==> src/include/dcri_pkg.sv <==
package dcri_pkg;

   // ----------------------------------------------------------------
   // register addresses
   // ----------------------------------------------------------------
   localparam logic [12:0] ADDR_PORT_SETUP = 13'h0000;
   localparam logic [12:0] ADDR_PART_ID = 13'h0001;
   localparam logic [12:0] ADDR_GRADE_ID = 13'h0002;
   localparam logic [12:0] ADDR_CH_INDEX = 13'h0005;
   localparam logic [12:0] ADDR_XFER = 13'h00ff;

   // ----------------------------------------------------------------
   // program registers: address, local flag, default
   // ----------------------------------------------------------------
   localparam int NPROG = 9;
   localparam logic [12:0] PROG_ADDR [NPROG] = '{13'h0008, 13'h0009, 13'h000d, 13'h000e,
      13'h000f, 13'h0010, 13'h0014, 13'h0016, 13'h0018};
   // bit i set: register i is duplicated per channel
   localparam logic [NPROG-1:0] PROG_LOCAL = 9'h07c;
   localparam logic [7:0] PROG_RESET [NPROG] = '{8'h00, 8'h09, 8'h00, 8'h00, 8'h02, 8'h00,
      8'h00, 8'h00, 8'h00};

   // ----------------------------------------------------------------
   // identification codes (values arbitrary)
   // ----------------------------------------------------------------
   localparam logic [7:0] PART_ID_CODE = 8'h5c;
   localparam logic [7:0] GRADE_ID_CODE = 8'h20;

   // ----------------------------------------------------------------
   // field positions and reset values
   // ----------------------------------------------------------------
   localparam int SETUP_LSB_HI = 6;
   localparam int SETUP_LSB_LO = 1;
   localparam int SETUP_SRST_HI = 5;
   localparam int SETUP_SRST_LO = 2;
   localparam logic [7:0] SETUP_FIXED = 8'h18;
   localparam int CH1_BIT = 0;
   localparam int CH2_BIT = 1;
   localparam logic [7:0] INDEX_RESET = 8'hff;
   localparam int XFER_BIT = 0;
   localparam logic [7:0] XFER_READ = 8'h00;
   localparam logic [7:0] OPEN_READ = 8'h00;

   // ----------------------------------------------------------------
   // serial frame layout
   // ----------------------------------------------------------------
   localparam logic [3:0] INSTR_LAST_BIT = 4'hf;
   localparam logic [3:0] BYTE_LAST_BIT = 4'h7;
   localparam int RW_BIT = 15;
   localparam int WLEN_HI = 14;
   localparam int WLEN_LO = 13;
   localparam logic [1:0] WLEN_STREAM = 2'h3;

   typedef enum {DCRI_INSTR, DCRI_DATA, DCRI_DONE} dcri_phase_t;

endpackage

==> src/dcri_regs.sv <==
`timescale 1ns/100ps
// Behaviour
// each local register has one copy per channel, picked by bits 0 and 1 of the index register.
// with both channel bits set, a local write lands in both channel copies.
// the host selects exactly one channel before reading a local register; the bench also reads 0x0010 with both channel bits set.
// a local read with both channel bits set returns the channel-one copy.
// global registers hold one setting shared by the whole device.
// global accesses ignore the index register.
// the host only touches mapped addresses and bits.
// the setup register mirrors its nibbles, reads 0x18 by default with fixed ones in bits 4:3.
// program register writes go to shadows and move to the active set on a transfer write.
// the host writes zero to open bits and never writes wholly open addresses.
// reset loads table defaults and selects MSB-first shifting.
// the identification registers read fixed codes and ignore writes.
module dcri_regs
   import dcri_pkg::*;
(
   input wire logic clk,
   input wire logic srst,
   input wire logic sclk,
   input wire logic csb_n,
   input wire logic sdio_in,
   output logic sdio_out,
   output logic sdio_oe,
   output logic [7:0] ch1_active [NPROG],
   output logic [7:0] ch2_active [NPROG]
);

   // ----------------------------------------------------------------
   // state
   // ----------------------------------------------------------------
   logic sclk_r, sclk_nxt;
   dcri_phase_t phase_r, phase_nxt;
   logic [3:0] bitcnt_r, bitcnt_nxt;
   logic [15:0] sreg_r, sreg_nxt;
   logic rd_r, rd_nxt;
   logic [12:0] addr_r, addr_nxt;
   logic [1:0] wlen_r, wlen_nxt;
   logic [1:0] bytecnt_r, bytecnt_nxt;
   logic lsb_r, lsb_nxt;
   logic [7:0] index_r, index_nxt;
   logic [7:0] tx_r, tx_nxt;
   logic sdio_out_r, sdio_out_nxt;
   logic sdio_oe_r, sdio_oe_nxt;
   logic [7:0] sh1_r [NPROG];
   logic [7:0] sh2_r [NPROG];
   logic [7:0] act1_r [NPROG];
   logic [7:0] act2_r [NPROG];
   logic [7:0] sh1_nxt [NPROG];
   logic [7:0] sh2_nxt [NPROG];
   logic [7:0] act1_nxt [NPROG];
   logic [7:0] act2_nxt [NPROG];

   // ----------------------------------------------------------------
   // read decode, used for the first byte and for each streamed byte
   // ----------------------------------------------------------------
   function automatic logic [7:0] read_value(input logic [12:0] a);
      logic [7:0] v;
      v = OPEN_READ;
      unique case (a)
         ADDR_PORT_SETUP: begin
            v = SETUP_FIXED;
            v[SETUP_LSB_HI] = lsb_r;
            v[SETUP_LSB_LO] = lsb_r;
         end
         ADDR_PART_ID: v = PART_ID_CODE;
         ADDR_GRADE_ID: v = GRADE_ID_CODE;
         ADDR_CH_INDEX: v = index_r;
         ADDR_XFER: v = XFER_READ;  // transfer bit has already cleared itself
         default: begin
            for (int i = 0; i < NPROG; i++) begin
               if (a == PROG_ADDR[i]) begin
                  // channel two only when it alone is selected; globals always copy one
                  if (PROG_LOCAL[i] && index_r[CH2_BIT] && !index_r[CH1_BIT]) begin
                     v = sh2_r[i];
                  end else begin
                     v = sh1_r[i];  // see R4
                  end
               end
            end
         end
      endcase
      return v;
   endfunction

   // ----------------------------------------------------------------
   // next state
   // ----------------------------------------------------------------
   always_comb begin
      logic rise;
      logic fall;
      logic [7:0] d;
      logic [12:0] a_step;
      logic soft_rst;
      rise = 1'b0;
      fall = 1'b0;
      d = 8'h00;
      a_step = 13'h0000;
      soft_rst = 1'b0;
      sclk_nxt = sclk;
      phase_nxt = phase_r;
      bitcnt_nxt = bitcnt_r;
      sreg_nxt = sreg_r;
      rd_nxt = rd_r;
      addr_nxt = addr_r;
      wlen_nxt = wlen_r;
      bytecnt_nxt = bytecnt_r;
      lsb_nxt = lsb_r;
      index_nxt = index_r;
      tx_nxt = tx_r;
      sdio_out_nxt = sdio_out_r;
      sdio_oe_nxt = sdio_oe_r;
      sh1_nxt = sh1_r;
      sh2_nxt = sh2_r;
      act1_nxt = act1_r;
      act2_nxt = act2_r;
      rise = !csb_n && sclk && !sclk_r;
      fall = !csb_n && !sclk && sclk_r;
      if (csb_n) begin
         // frame ends: release the pin and wait for a fresh instruction
         phase_nxt = DCRI_INSTR;
         bitcnt_nxt = 4'h0;
         bytecnt_nxt = 2'h0;
         sdio_oe_nxt = 1'b0;
      end else if (rise && phase_r != DCRI_DONE) begin
         if (lsb_r) begin
            sreg_nxt = {sdio_in, sreg_r[15:1]};
         end else begin
            sreg_nxt = {sreg_r[14:0], sdio_in};
         end
         bitcnt_nxt = bitcnt_r + 4'h1;
         if (phase_r == DCRI_INSTR && bitcnt_r == INSTR_LAST_BIT) begin
            rd_nxt = sreg_nxt[RW_BIT];
            wlen_nxt = sreg_nxt[WLEN_HI:WLEN_LO];
            addr_nxt = sreg_nxt[12:0];
            bitcnt_nxt = 4'h0;
            phase_nxt = DCRI_DATA;
            tx_nxt = read_value(sreg_nxt[12:0]);
         end else if (phase_r == DCRI_DATA && bitcnt_r == BYTE_LAST_BIT) begin
            d = lsb_r ? sreg_nxt[15:8] : sreg_nxt[7:0];
            // streaming walks up in LSB-first mode and down in MSB-first mode
            a_step = lsb_r ? addr_r + 13'h0001 : addr_r - 13'h0001;
            addr_nxt = a_step;
            bitcnt_nxt = 4'h0;
            bytecnt_nxt = bytecnt_r + 2'h1;
            if (wlen_r != WLEN_STREAM && bytecnt_r == wlen_r) begin
               phase_nxt = DCRI_DONE;
            end
            if (rd_r) begin
               tx_nxt = read_value(a_step);
            end else begin
               unique case (addr_r)
                  ADDR_PORT_SETUP: begin
                     lsb_nxt = d[SETUP_LSB_HI] | d[SETUP_LSB_LO];
                     soft_rst = d[SETUP_SRST_HI] | d[SETUP_SRST_LO];
                  end
                  ADDR_CH_INDEX: index_nxt = d;
                  ADDR_XFER: begin
                     if (d[XFER_BIT]) begin
                        act1_nxt = sh1_r;
                        act2_nxt = sh2_r;
                     end
                  end
                  default: begin
                     // identification and open addresses take no write
                     for (int i = 0; i < NPROG; i++) begin
                        if (addr_r == PROG_ADDR[i]) begin
                           if (!PROG_LOCAL[i] || index_r[CH1_BIT]) begin
                              sh1_nxt[i] = d;  // see R2, see R5
                           end
                           if (!PROG_LOCAL[i] || index_r[CH2_BIT]) begin
                              sh2_nxt[i] = d;  // see R1, see R2
                           end
                        end
                     end
                  end
               endcase
            end
         end
      end else if (fall && phase_r == DCRI_DATA && rd_r) begin
         sdio_out_nxt = lsb_r ? tx_r[bitcnt_r[2:0]] : tx_r[3'h7 - bitcnt_r[2:0]];
         sdio_oe_nxt = 1'b1;
      end else if (fall && phase_r == DCRI_DONE) begin
         sdio_oe_nxt = 1'b0;
      end
      // soft reset restores the register set but leaves the frame running
      if (srst || soft_rst) begin
         lsb_nxt = 1'b0;
         index_nxt = INDEX_RESET;
         for (int i = 0; i < NPROG; i++) begin
            sh1_nxt[i] = PROG_RESET[i];
            sh2_nxt[i] = PROG_RESET[i];
            act1_nxt[i] = PROG_RESET[i];
            act2_nxt[i] = PROG_RESET[i];
         end
      end
   end

   // ----------------------------------------------------------------
   // registers
   // ----------------------------------------------------------------
   always_ff @(posedge clk) begin
      if (srst) begin
         sclk_r <= 1'b0;
         phase_r <= DCRI_INSTR;
         bitcnt_r <= 4'h0;
         sreg_r <= 16'h0000;
         rd_r <= 1'b0;
         addr_r <= 13'h0000;
         wlen_r <= 2'h0;
         bytecnt_r <= 2'h0;
         tx_r <= 8'h00;
         sdio_out_r <= 1'b0;
         sdio_oe_r <= 1'b0;
      end else begin
         sclk_r <= sclk_nxt;
         phase_r <= phase_nxt;
         bitcnt_r <= bitcnt_nxt;
         sreg_r <= sreg_nxt;
         rd_r <= rd_nxt;
         addr_r <= addr_nxt;
         wlen_r <= wlen_nxt;
         bytecnt_r <= bytecnt_nxt;
         tx_r <= tx_nxt;
         sdio_out_r <= sdio_out_nxt;
         sdio_oe_r <= sdio_oe_nxt;
      end
      // register set has its reset folded into the next-state logic
      lsb_r <= lsb_nxt;
      index_r <= index_nxt;
      sh1_r <= sh1_nxt;
      sh2_r <= sh2_nxt;
      act1_r <= act1_nxt;
      act2_r <= act2_nxt;
   end

   assign sdio_out = sdio_out_r;
   assign sdio_oe = sdio_oe_r;
   assign ch1_active = act1_r;
   assign ch2_active = act2_r;

endmodule // dcri_regs

==> config.mk <==
export PLATFORM = sky130hd
export DESIGN_NAME = dcri_regs
export DESIGN_NICKNAME = d
export VERILOG_FILES = /design/src/include/dcri_pkg.sv /design/src/dcri_regs.sv
export SDC_FILE = /design/constraint.sdc
export NUM_CORES = 1
export LEC_CHECK = 0
export ABC_AREA = 0
export BUFFER_PORTS_ARGS = -buffer_cell sky130_fd_sc_hd__buf_4
export CAP_MARGIN = 5
export CORE_MARGIN = 4
export CORE_UTILIZATION = 40
export DETAILED_ROUTE_END_ITERATION = 7
export PLACE_DENSITY = 0.56
export SYNTH_ARGS = -nofsm -noshare
export SYNTH_HDL_FRONTEND = slang
export SYNTH_SLANG_ARGS = --single-unit
==> constraint.sdc <==
create_clock -name clk -period 5.7 [get_ports clk]
set_input_delay 1.425 -clock clk [delete_from_list [all_inputs] [get_ports clk]]
set_output_delay 1.425 -clock clk [all_outputs]
set_load 0.01 [all_outputs]
# After elaboration in Yosys (flattened, before gate mapping)
# Index checks and enable logic that the tools add are counted.
# totals
wordCells	204
latch_bits	0
mem_count	0
input_bits	5
ram_bits	0
rom_bits	0
reg_bits	314
out_inout_bits	146
# op_classes
reduce_logical	52
n_eq_ne	44
n_shift	0
n_mux	53
n_bitwise	7
order_cmp	2
div	0
n_addsub	5
multipliers	0
# op_table
op	n
2-to-1 mux 8 bit	27
== test 13 x 4 -> 1 bit, second input constant	15
== test 13 x 5 -> 1 bit, second input constant	12
2-to-1 mux 32 bit	3
case mux 8 bit (5 select lines)	2
AND reduction 8 bit	10
2-to-1 mux 16 bit	3
== test 13 x 3 -> 1 bit, second input constant	3
== test 13 x 8 -> 1 bit, second input constant	3
logical NOT 13 bit	3
2-to-1 mux 13 bit	3
AND reduction 7 bit	5
== test 32 x 2 -> 1 bit, second input constant	1
== test 32 x 3 -> 1 bit, second input constant	1
logical NOT 32 bit	1
!= test 32 x 3 -> 1 bit, second input constant	1
== test 13 x 1 -> 1 bit, second input constant	2
== test 13 x 2 -> 1 bit, second input constant	2
AND reduction 3 bit	5
adder 13 x 1 -> 13 bit, second input constant	1
subtractor 13 x 1 -> 13 bit, second input constant	1
logical AND 1 bit	12
AND reduction 6 bit	2
2-to-1 mux 1 bit	11
19 further kinds	34

# Depth between registers and ports, before layout
# Gate-level depths: netlist of run 1.
# depth
ltp_word	18
mapped_depth	17
mapped_depth_nobuf	12

# Worst setup path after synthesis of run 1
# Ideal clock, no wire load.
# synth_timing
kind	register to register
startpoint	register lsb_r
endpoint	register tx_r[5]
n_path_buf	5
stages_incl_launch_ff	17
required_time_ps	5582
setup_ps	118
arrival_time_ps	3992
period_less_slack_ps	4110
path_slack_ps	1590
cell_sequence	dfxtp_1 -> buf_4 -> buf_2 -> inv_1 -> clkbuf_1 -> ha_1 -> buf_6 -> a21o_1 -> a221oi_4 -> mux2i_1 -> a22oi_1 -> o211ai_4 -> buf_6 -> nor4b_1 -> or4b_1 -> o221ai_1 -> nand2_1
# synth_via
elab_chain_cells	15
elab_cells_between_ends	55
cone_classes	eq/ne (26); mux (27); reduce/logical (2)
# synth_lines
item	line_no	text
start, declared	dcri_regs.sv:40	logic lsb_r, lsb_nxt;
start signal, assigned	dcri_regs.sv:229	lsb_r <= lsb_nxt;
2-to-1 mux 13 bit or 2-to-1 mux 16 bit (tied branches)	dcri_regs.sv:142, dcri_regs.sv:126	
== test 13 x 4 -> 1 bit or 2-to-1 mux 16 bit (tied branches)	dcri_regs.sv:72, dcri_regs.sv:125	
2-to-1 mux 8 bit or 2-to-1 mux 16 bit (tied branches)	dcri_regs.sv:72, dcri_regs.sv:119	
2-to-1 mux 8 bit or == test 13 x 4 -> 1 bit (tied branches)	dcri_regs.sv:72	if (a == PROG_ADDR[i]) begin
2-to-1 mux 8 bit (7 in series)	dcri_regs.sv:72	
case mux 8 bit (5 select lines) or 2-to-1 mux 8 bit (tied branches)	dcri_regs.sv:60, dcri_regs.sv:72	
2-to-1 mux 8 bit, on equally long branches	dcri_regs.sv:149, dcri_regs.sv:72	
2-to-1 mux 8 bit or case mux 8 bit (5 select lines) (tied branches)	dcri_regs.sv:139, dcri_regs.sv:60	
2-to-1 mux 8 bit *	dcri_regs.sv:132	if (phase_r == DCRI_INSTR && bitcnt_r == INSTR_LAST_BIT) begin
end signal, assigned	dcri_regs.sv:224	tx_r <= tx_nxt;
end, declared	dcri_regs.sv:42	logic [7:0] tx_r, tx_nxt;
# Mark *: on every way between the ends. The rest lies on a longest branch, timed or not. The select of a mux whose other input is x is not followed.
# A chain may end at the register's enable or synchronous reset.

# Final worst setup path of run 1
# layout_timing
startpoint	register lsb_r
endpoint	register tx_r[1]
# The elaborated chain is that of the path after synthesis.

==> reports/metrics.cfg, run 1 <==
[clocking]
cts_setup_buffers = 0
cts_num_sinks = 284
cts_resized = 0
clkLatencyLatePin_ps = 540
clk_root_buffer_cell = clkbuf_16
clk_pin_slew_ps = 60
cts_max_level = 2
holdBufCountCts = 0
cts_buffers = 34
cts_tree = yes
cts_buffer_depth = 3

[drt]
drtPass1Iterations = 7
drc = 0
drt_iter0_drc = 1270
vias_per_cell = 5.84
wl_per_cell_um = 23.4
drt_wl_total_mm = 53.3
ant_nets = 0
vias = 13300

[yosys]
netlist_instances = 1718
ys_seq_area_share_pct = 40.5
ys_warn_count = 0
synth-simple-area-share_pct = 22.2
muxShareOfSynthArea_pct = 8.35
syn-mean-instance-area_um2 = 8.18
synth_compound_area_share_pct = 20.9
synth-async-reset-ratio_pct = 0
syn-cell-area_mm2 = 0.0140
yosysUniqueCellTypes = 85
syn-num-nets = 1740
synth_ff_type = dfxtp_1
synth_seq_cells = 284
yosys-top-cells-count = nand2_1, dfxtp_1, nor2_1
yosysMostFrequentCell = nand2_1
synth_top_cell_by_area = dfxtp_1
synthAdderAreaFrac_pct = 1.57
synth_top_family_by_area = simple AND/OR/NAND/NOR gates
synth_top_area_share_pct = 40.5
ys_top_cells_by_area = dfxtp_1, nand2_1, mux2i_1
synth_xor_xnor_area_share_pct = 0.935
synth_edf_count = 0

[cells_and_area]
drive_gt1_share_pct = 16.6
area_growth_pct = 18.4
fin_nets = 1816
utilization_pct = 48.0
antenna_cells = 0

[setup_path]
cp_max_fo = 23
cp.required_ps = 6140
crit_arrival_ps = 4680
critPathKind = flop to flop
start_kind = flop
crit_path_end_kind = flop

[power]
leakage_uw = 0.00612
max-vdd-ir-drop_mv = 0.227
power.density_mw_per_mm2 = 271

[sta]
finalSetupViolCount = 0
finalWorstSetupSlack_ps = 1450
fin_crit_ps = 4250
fmax_ghz = 0.235
maxSlewViolCount = 0
fin_setup_tns_ps = 0
worst_pin_slew_ps = 1300
relSlewSlack_pct = 13.1
finClkSkew_ps = 26.4
rsz0062_at_grt = false
finalCritPeriodShare_pct = 74.5
finalHoldViolCount = 0

[floorplan]
core_area_mm2 = 0.0346
die-width_um = 195
rows = 68
dieHeight_um = 195
dieArea_mm2 = 0.0382
initial_core_util_pct = 40.6
num_io_pins = 151

[global_route]
antenna_found_initial = 0
grt_max_degree = 113
grtUsageTotal_pct = 26.7
grt_pass1_wl_mm = 79.5
grt_pass1_vias = 12200
overflow = 0

[placement]
placement.setup.worst_slack_ps = 1590
io_buffers = 150
gp_congestion = 1.08
hpwl_mm = 39.1

[flow_run]
drv_cap = 0

[min_path]
hp-class = flop to flop

[outcome]
status = finished clean

-- logic make-up after synthesis --
| logic type | count (synthesis) |
|---|---|
| AND/OR/NAND/NOR | 700 |
| buffers and inverters | 163 |
| adder cells (fa/ha/maj) | 17 |
| XOR/XNOR | 15 |
| AO/OA/AOI/OAI | 430 |
| multiplexers | 109 |
| flip-flops | 284 |
-- critical path, cell delays in order, from the launching register on --
cell and delay, ps:
dfxtp_1 310, inv_1 450, ha_1 480, and3_1 280, a221oi_4 410, nor2_2 140
a311oi_4 400, o211ai_4 190, buf_4 270, nor3_1 670, a22oi_1 130, and3_1 240
a221oi_2 190
-- placed cells by master (no fill, tap or decap), types with 11 or more instances in the layout --
cell type,n
ha_1,16
a21oi_1,146
o21ai_0,33
nand2_1,319
nor2_1,198
mux2_2,15
a21o_1,11
a31oi_1,12
a211oi_1,90
inv_1,15
buf_4,183
nand3_1,31
nor3_1,31
dfxtp_1,284
nor4_1,14
o211ai_1,18
clkbuf_16,35
mux2i_1,88
-- routing by layer --
metal / share of wire, % / GRT usage (%)
met5: 0 / 0
met4: 3.8 / 9.54
met3: 7.9 / 4.42
met2: 42 / 39.5
met1: 46 / 39.3
-- flip-flops by register name (all words and copies together), names as in the netlist, 2 cells and up --
register and count:
addr_r 13, bitcnt_r 4, bytecnt_r 2, ch1_active 40, ch2_active 72, index_r 8, phase_r 2, sh1_r 40
sh2_r 72, sreg_r 16, tx_r 8, wlen_r 2
-- power by group --
part	leakage, µW	internal, µW	switching (µW)
clock	0.000593	1430	894
sequential	0.00229	1990	12.5
combinational	0.00323	43.0	132
-- through the flow --
| step | cells | hold WS (ps) | cell area, µm² | total power, µW |
|---|---|---|---|---|
| global route | 2275 | 471 | 16600 | 4640 |
| CTS | 2275 | 458 | 16600 | 4540 |
| detailed placement | 2213 | 447 | 15400 | 2220 |
| finish | 2275 | 453 | 16600 | 4510 |
| floorplan | 1718 | 425 | 14000 | 2140 |
| global placement | 2212 | 445 | 15400 | 2220 |
-- worst paths after layout --
path | slack (ps) | to | startpoint | cells past startpoint
setup / recovery | 1450 | tx_r[1]$_SDFFE_PP0P_ | lsb_r$_SDFFE_PP0P_ | 12
hold / removal | 450 | ch2_active[30]$_SDFFE_PP0P_ | ch2_active[30]$_SDFFE_PP0P_ | 2
setup reg to reg | 1450 | tx_r[1]$_SDFFE_PP0P_ | lsb_r$_SDFFE_PP0P_ | 12
hold reg to reg | 450 | ch2_active[30]$_SDFFE_PP0P_ | ch2_active[30]$_SDFFE_PP0P_ | 2
-- area by class of cell --
class	count	area, µm²
clock buffer	50	1020
inverter	15	56.3
multi-input combinational	1271	7640
fill	3462	18000
sequential	284	5690
clock inverter	12	185
tap	455	569
timing repair buffer	188	1470
No activity file was read; power rests on OpenSTA's default activity.
==> run 2: changes to the inputs <==
ABC_AREA = 1   (was 0)
clock period = 4.1 ns   (was 5.7 ns; I/O delays follow)
==> run 2 against run 1 <==
Sequential power increased by 39%. Synthesized cell count increased by 19%. Clock power increased by 17%. Sequential cell count unchanged. Power increased by 28%. Global-route usage decreased by 1.2 points. Maximum frequency increased by 14%. Wire length decreased by 3.3%.
==> reports/metrics.cfg, run 2 <==
[global_route]
grtUsageMet1_pct = 37.5  ; was 39.3%
grtUsageTotal_pct = 25.6  ; was 26.7%
grt_pass1_wl_mm = 78.4  ; was 79.5 mm
met2_usage_pct = 41.3  ; was 39.5%
grt-busiest-layer = met2  ; unchanged
antenna_found_initial = 1  ; was 0
overflow = 0  ; unchanged
grt_max_degree = 130  ; was 113
grt_pass1_vias = 13000  ; was 12.2k
grtUsageMet3_pct = 2.87  ; was 4.42%

[outcome]
status = finished clean  ; unchanged

[setup_path]
cpMostUsedCell = nand2_1  ; was and3_1
crit_arrival_ps = 4210  ; was 4680 ps
path_cells = inv_2 -> ha_1 -> nand2_1 -> inv_1 -> a21oi_1 -> nand3b_1 -> nand2_1 -> nand3_1 -> nor2_1 -> nand2_1 -> nor2_2 -> nand2_1 -> o211ai_1 -> nand2_1 -> nand2_1 -> nand2_1 -> nand2_1 -> nand2_1 -> nand2_1 -> nand2_1 -> nand2_1 -> nand2_1 -> a21oi_2  ; was inv_1 -> ha_1 -> and3_1 -> a221oi_4 -> nor2_2 -> a311oi_4 -> o211ai_4 -> buf_4 -> nor3_1 -> a22oi_1 -> and3_1 -> a221oi_2
cp_max_fo = 13  ; was 23
max_stage_delay_ps = 370  ; was 670 ps
slowest_stage = nor2_2  ; was nor3_1
start_kind = flop  ; unchanged
crit_path_end_kind = flop  ; unchanged
critPathKind = flop to flop  ; unchanged
cp.required_ps = 4590  ; was 6140 ps

[sta]
fin_crit_ps = 3730  ; was 4250 ps
fmax_ghz = 0.268  ; was 0.235 GHz
fin_setup_tns_ps = 0  ; unchanged
relSlewSlack_pct = 38.2  ; was 13.1%
maxSlewViolCount = 0  ; unchanged
worst_pin_slew_ps = 927  ; was 1300 ps
rsz0062_at_grt = false  ; unchanged
finClkSkew_ps = 15.8  ; was 26.4 ps
finalSetupViolCount = 0  ; unchanged
finalCritPeriodShare_pct = 90.9  ; was 74.5%
finalHoldViolCount = 0  ; unchanged

[yosys]
synth_ff_type = dfxtp_1  ; unchanged
yosysUniqueCellTypes = 53  ; was 85
synth_edf_count = 0  ; unchanged
syn-cell-area_mm2 = 0.0142  ; was 0.0140 mm²
synth_top_area_share_pct = 40.1  ; was 40.5%
syn-num-nets = 2074  ; was 1740
ys_top_cells_by_area = dfxtp_1, nand2_1, a21oi_1  ; was dfxtp_1, nand2_1, mux2i_1
yosysMostFrequentCell = nand2_1  ; unchanged
ys_seq_area_share_pct = 40.1  ; was 40.5%
synth_seq_cells = 284  ; unchanged
syn-mean-instance-area_um2 = 6.92  ; was 8.18 µm²
yosys-top-cells-count = nand2_1, dfxtp_1, a21oi_1  ; was nand2_1, dfxtp_1, nor2_1
synth_top_cell_by_area = dfxtp_1  ; unchanged
ys_warn_count = 0  ; unchanged
synth-async-reset-ratio_pct = 0  ; unchanged
netlist_instances = 2052  ; was 1718

[placement]
gp_congestion = 0.967  ; was 1.08
hpwl_mm = 38.4  ; was 39.1 mm
io_buffers = 150  ; unchanged

[clocking]
clk_root_buffer_cell = clkbuf_16  ; unchanged
holdBufCountCts = 0  ; unchanged
cts_tree = yes  ; unchanged
cts_resized = 0  ; unchanged
cts_num_sinks = 284  ; unchanged
clk_pin_slew_ps = 60  ; about the same
cts_buffers = 31  ; was 34
cts_setup_buffers = 0  ; unchanged
clkLatencyLatePin_ps = 560  ; was 540 ps
cts_max_level = 1  ; was 2
cts_buffer_depth = 3  ; unchanged

[min_path]
hp-class = flop to flop  ; unchanged

[drt]
ant_nets = 0  ; unchanged
vias_per_cell = 5.33  ; was 5.84
drt_iter0_drc = 1123  ; was 1270
drc = 0  ; unchanged
wl_per_cell_um = 19.6  ; was 23.4 µm
drtPass1Iterations = 6  ; was 7
drt_wl_total_mm = 51.5  ; was 53.3 mm
vias = 14000  ; was 13.3k

[power]
clkPwrFrac_pct = 47.2  ; was 51.6%
fin_total_pwr_uw = 5760  ; was 4510 µW
power.switching_uw = 1320  ; was 1040 µW
p_int_uw = 4440  ; was 3470 µW
power.density_mw_per_mm2 = 347  ; was 271 mW/mm²
max-vdd-ir-drop_mv = 0.336  ; was 0.227 mV
leakage_uw = 0.00698  ; was 0.00612 µW
combinationalPowerShare_pct = 4.6  ; was 3.9%
sw_frac_of_total_pct = 22.9  ; was 23.0%
seq_power_share_pct = 48.2  ; was 44.5%

[floorplan]
dieArea_mm2 = 0.0386  ; was 0.0382 mm²
initial_core_util_pct = 40.8  ; was 40.6%
die-width_um = 196  ; was 195 µm
num_io_pins = 151  ; unchanged
core_area_mm2 = 0.0348  ; was 0.0346 mm²
rows = 68  ; unchanged
dieHeight_um = 196  ; was 195 µm

[cells_and_area]
layout_commonest_cell = nand2_1  ; unchanged
antenna_cells = 0  ; unchanged
drive_gt1_share_pct = 13.4  ; was 16.6%
final_cell_mix = nand2_1, dfxtp_1, a21oi_1  ; was nand2_1, dfxtp_1, nor2_1
area_growth_pct = 17.1  ; was 18.4%
fin_nets = 2175  ; was 1816
fillers = 3612  ; was 3462

[flow_run]
drv_cap = 0  ; unchanged

run 2: cell types whose count changed in the layout (fill, tap and decap cells not counted), sizes merged, moves of 11 or more:
cell / before / now
a211oi: 91 / 55
a21o: 11 / 0
a21oi: 149 / 282
buf: 188 / 199
inv: 15 / 232
mux2: 15 / 0
mux2i: 89 / 0
nand2: 320 / 460
nand3: 31 / 72
nor2: 202 / 172
o21ai: 36 / 206
or3: 11 / 0
run 2: power by group through the flow:
stage	clock network [µW]	registers (µW)	logic, µW
global route	2880	2780	281
finish	2720	2780	264
detailed placement	0	2840	257
global placement	0	2840	258
floorplan	0	2840	156
CTS	2780	2780	258
run 2: metal layers:
metal	wire, µm	part of all wire, %
met5	0	0
met4	940	1.8
met3	3510	6.8
met2	23200	45
met1	23900	46
run 2: path summary, 6_finish.rpt:
check	startpoint	slack (ps)	endpoint	depth (start not counted)
setup / recovery	lsb_r$_SDFFE_PP0P_	370	tx_r[5]$_SDFFE_PP0P_	23
setup reg to reg	lsb_r$_SDFFE_PP0P_	370	tx_r[5]$_SDFFE_PP0P_	23
hold reg to reg	ch2_active[25]$_SDFFE_PP0P_	460	ch2_active[25]$_SDFFE_PP0P_	2
hold / removal	ch2_active[25]$_SDFFE_PP0P_	460	ch2_active[25]$_SDFFE_PP0P_	2
run 2: critical path, delay by kind of cell (launching register included):
kind,cells,cell delay [ps]
compound gates,3,560
buf+inv,2,290
fa+ha+maj,1,340
simple gates,17,2120
flops,1,320
run 2: per-stage QoR:
| step | hold WS [ps] | setup slack (ps) | util, % | std cells | area (µm²) |
|---|---|---|---|---|---|
| CTS | 465 | 439 | 47.8 | 2628 | 16600 |
| floorplan | 434 | 1150 | - | 2052 | 14200 |
| global route | 477 | 24.2 | 47.8 | 2628 | 16600 |
| global placement | 448 | 406 | 45.0 | 2575 | 15700 |
| finish | 461 | 373 | 47.8 | 2628 | 16600 |
| detailed placement | 455 | 325 | 45.0 | 2575 | 15700 |
run 2: cell type report:
| class | count | area (µm²) | share of cell area (%) |
|---|---|---|---|
| well taps | 455 | 569 | 3.42 |
| flip-flops and latches | 284 | 5690 | 34.2 |
| clock inverters | 4 | 70.1 | 0.421 |
| clock buffers | 49 | 903 | 5.43 |
| repair buffers | 199 | 1530 | 9.21 |
| multi-input cells | 1404 | 6990 | 42.0 |
| inverters | 233 | 875 | 5.26 |
run 2: cell families after synthesis:
family	Yosys count	synth area share, %
XOR/XNOR	6	0.370
buffers and inverters	364	11.0
AO/OA/AOI/OAI	601	23.6
AND/OR/NAND/NOR	780	23.5
flip-flops	284	40.1
adder cells (fa/ha/maj)	17	1.55
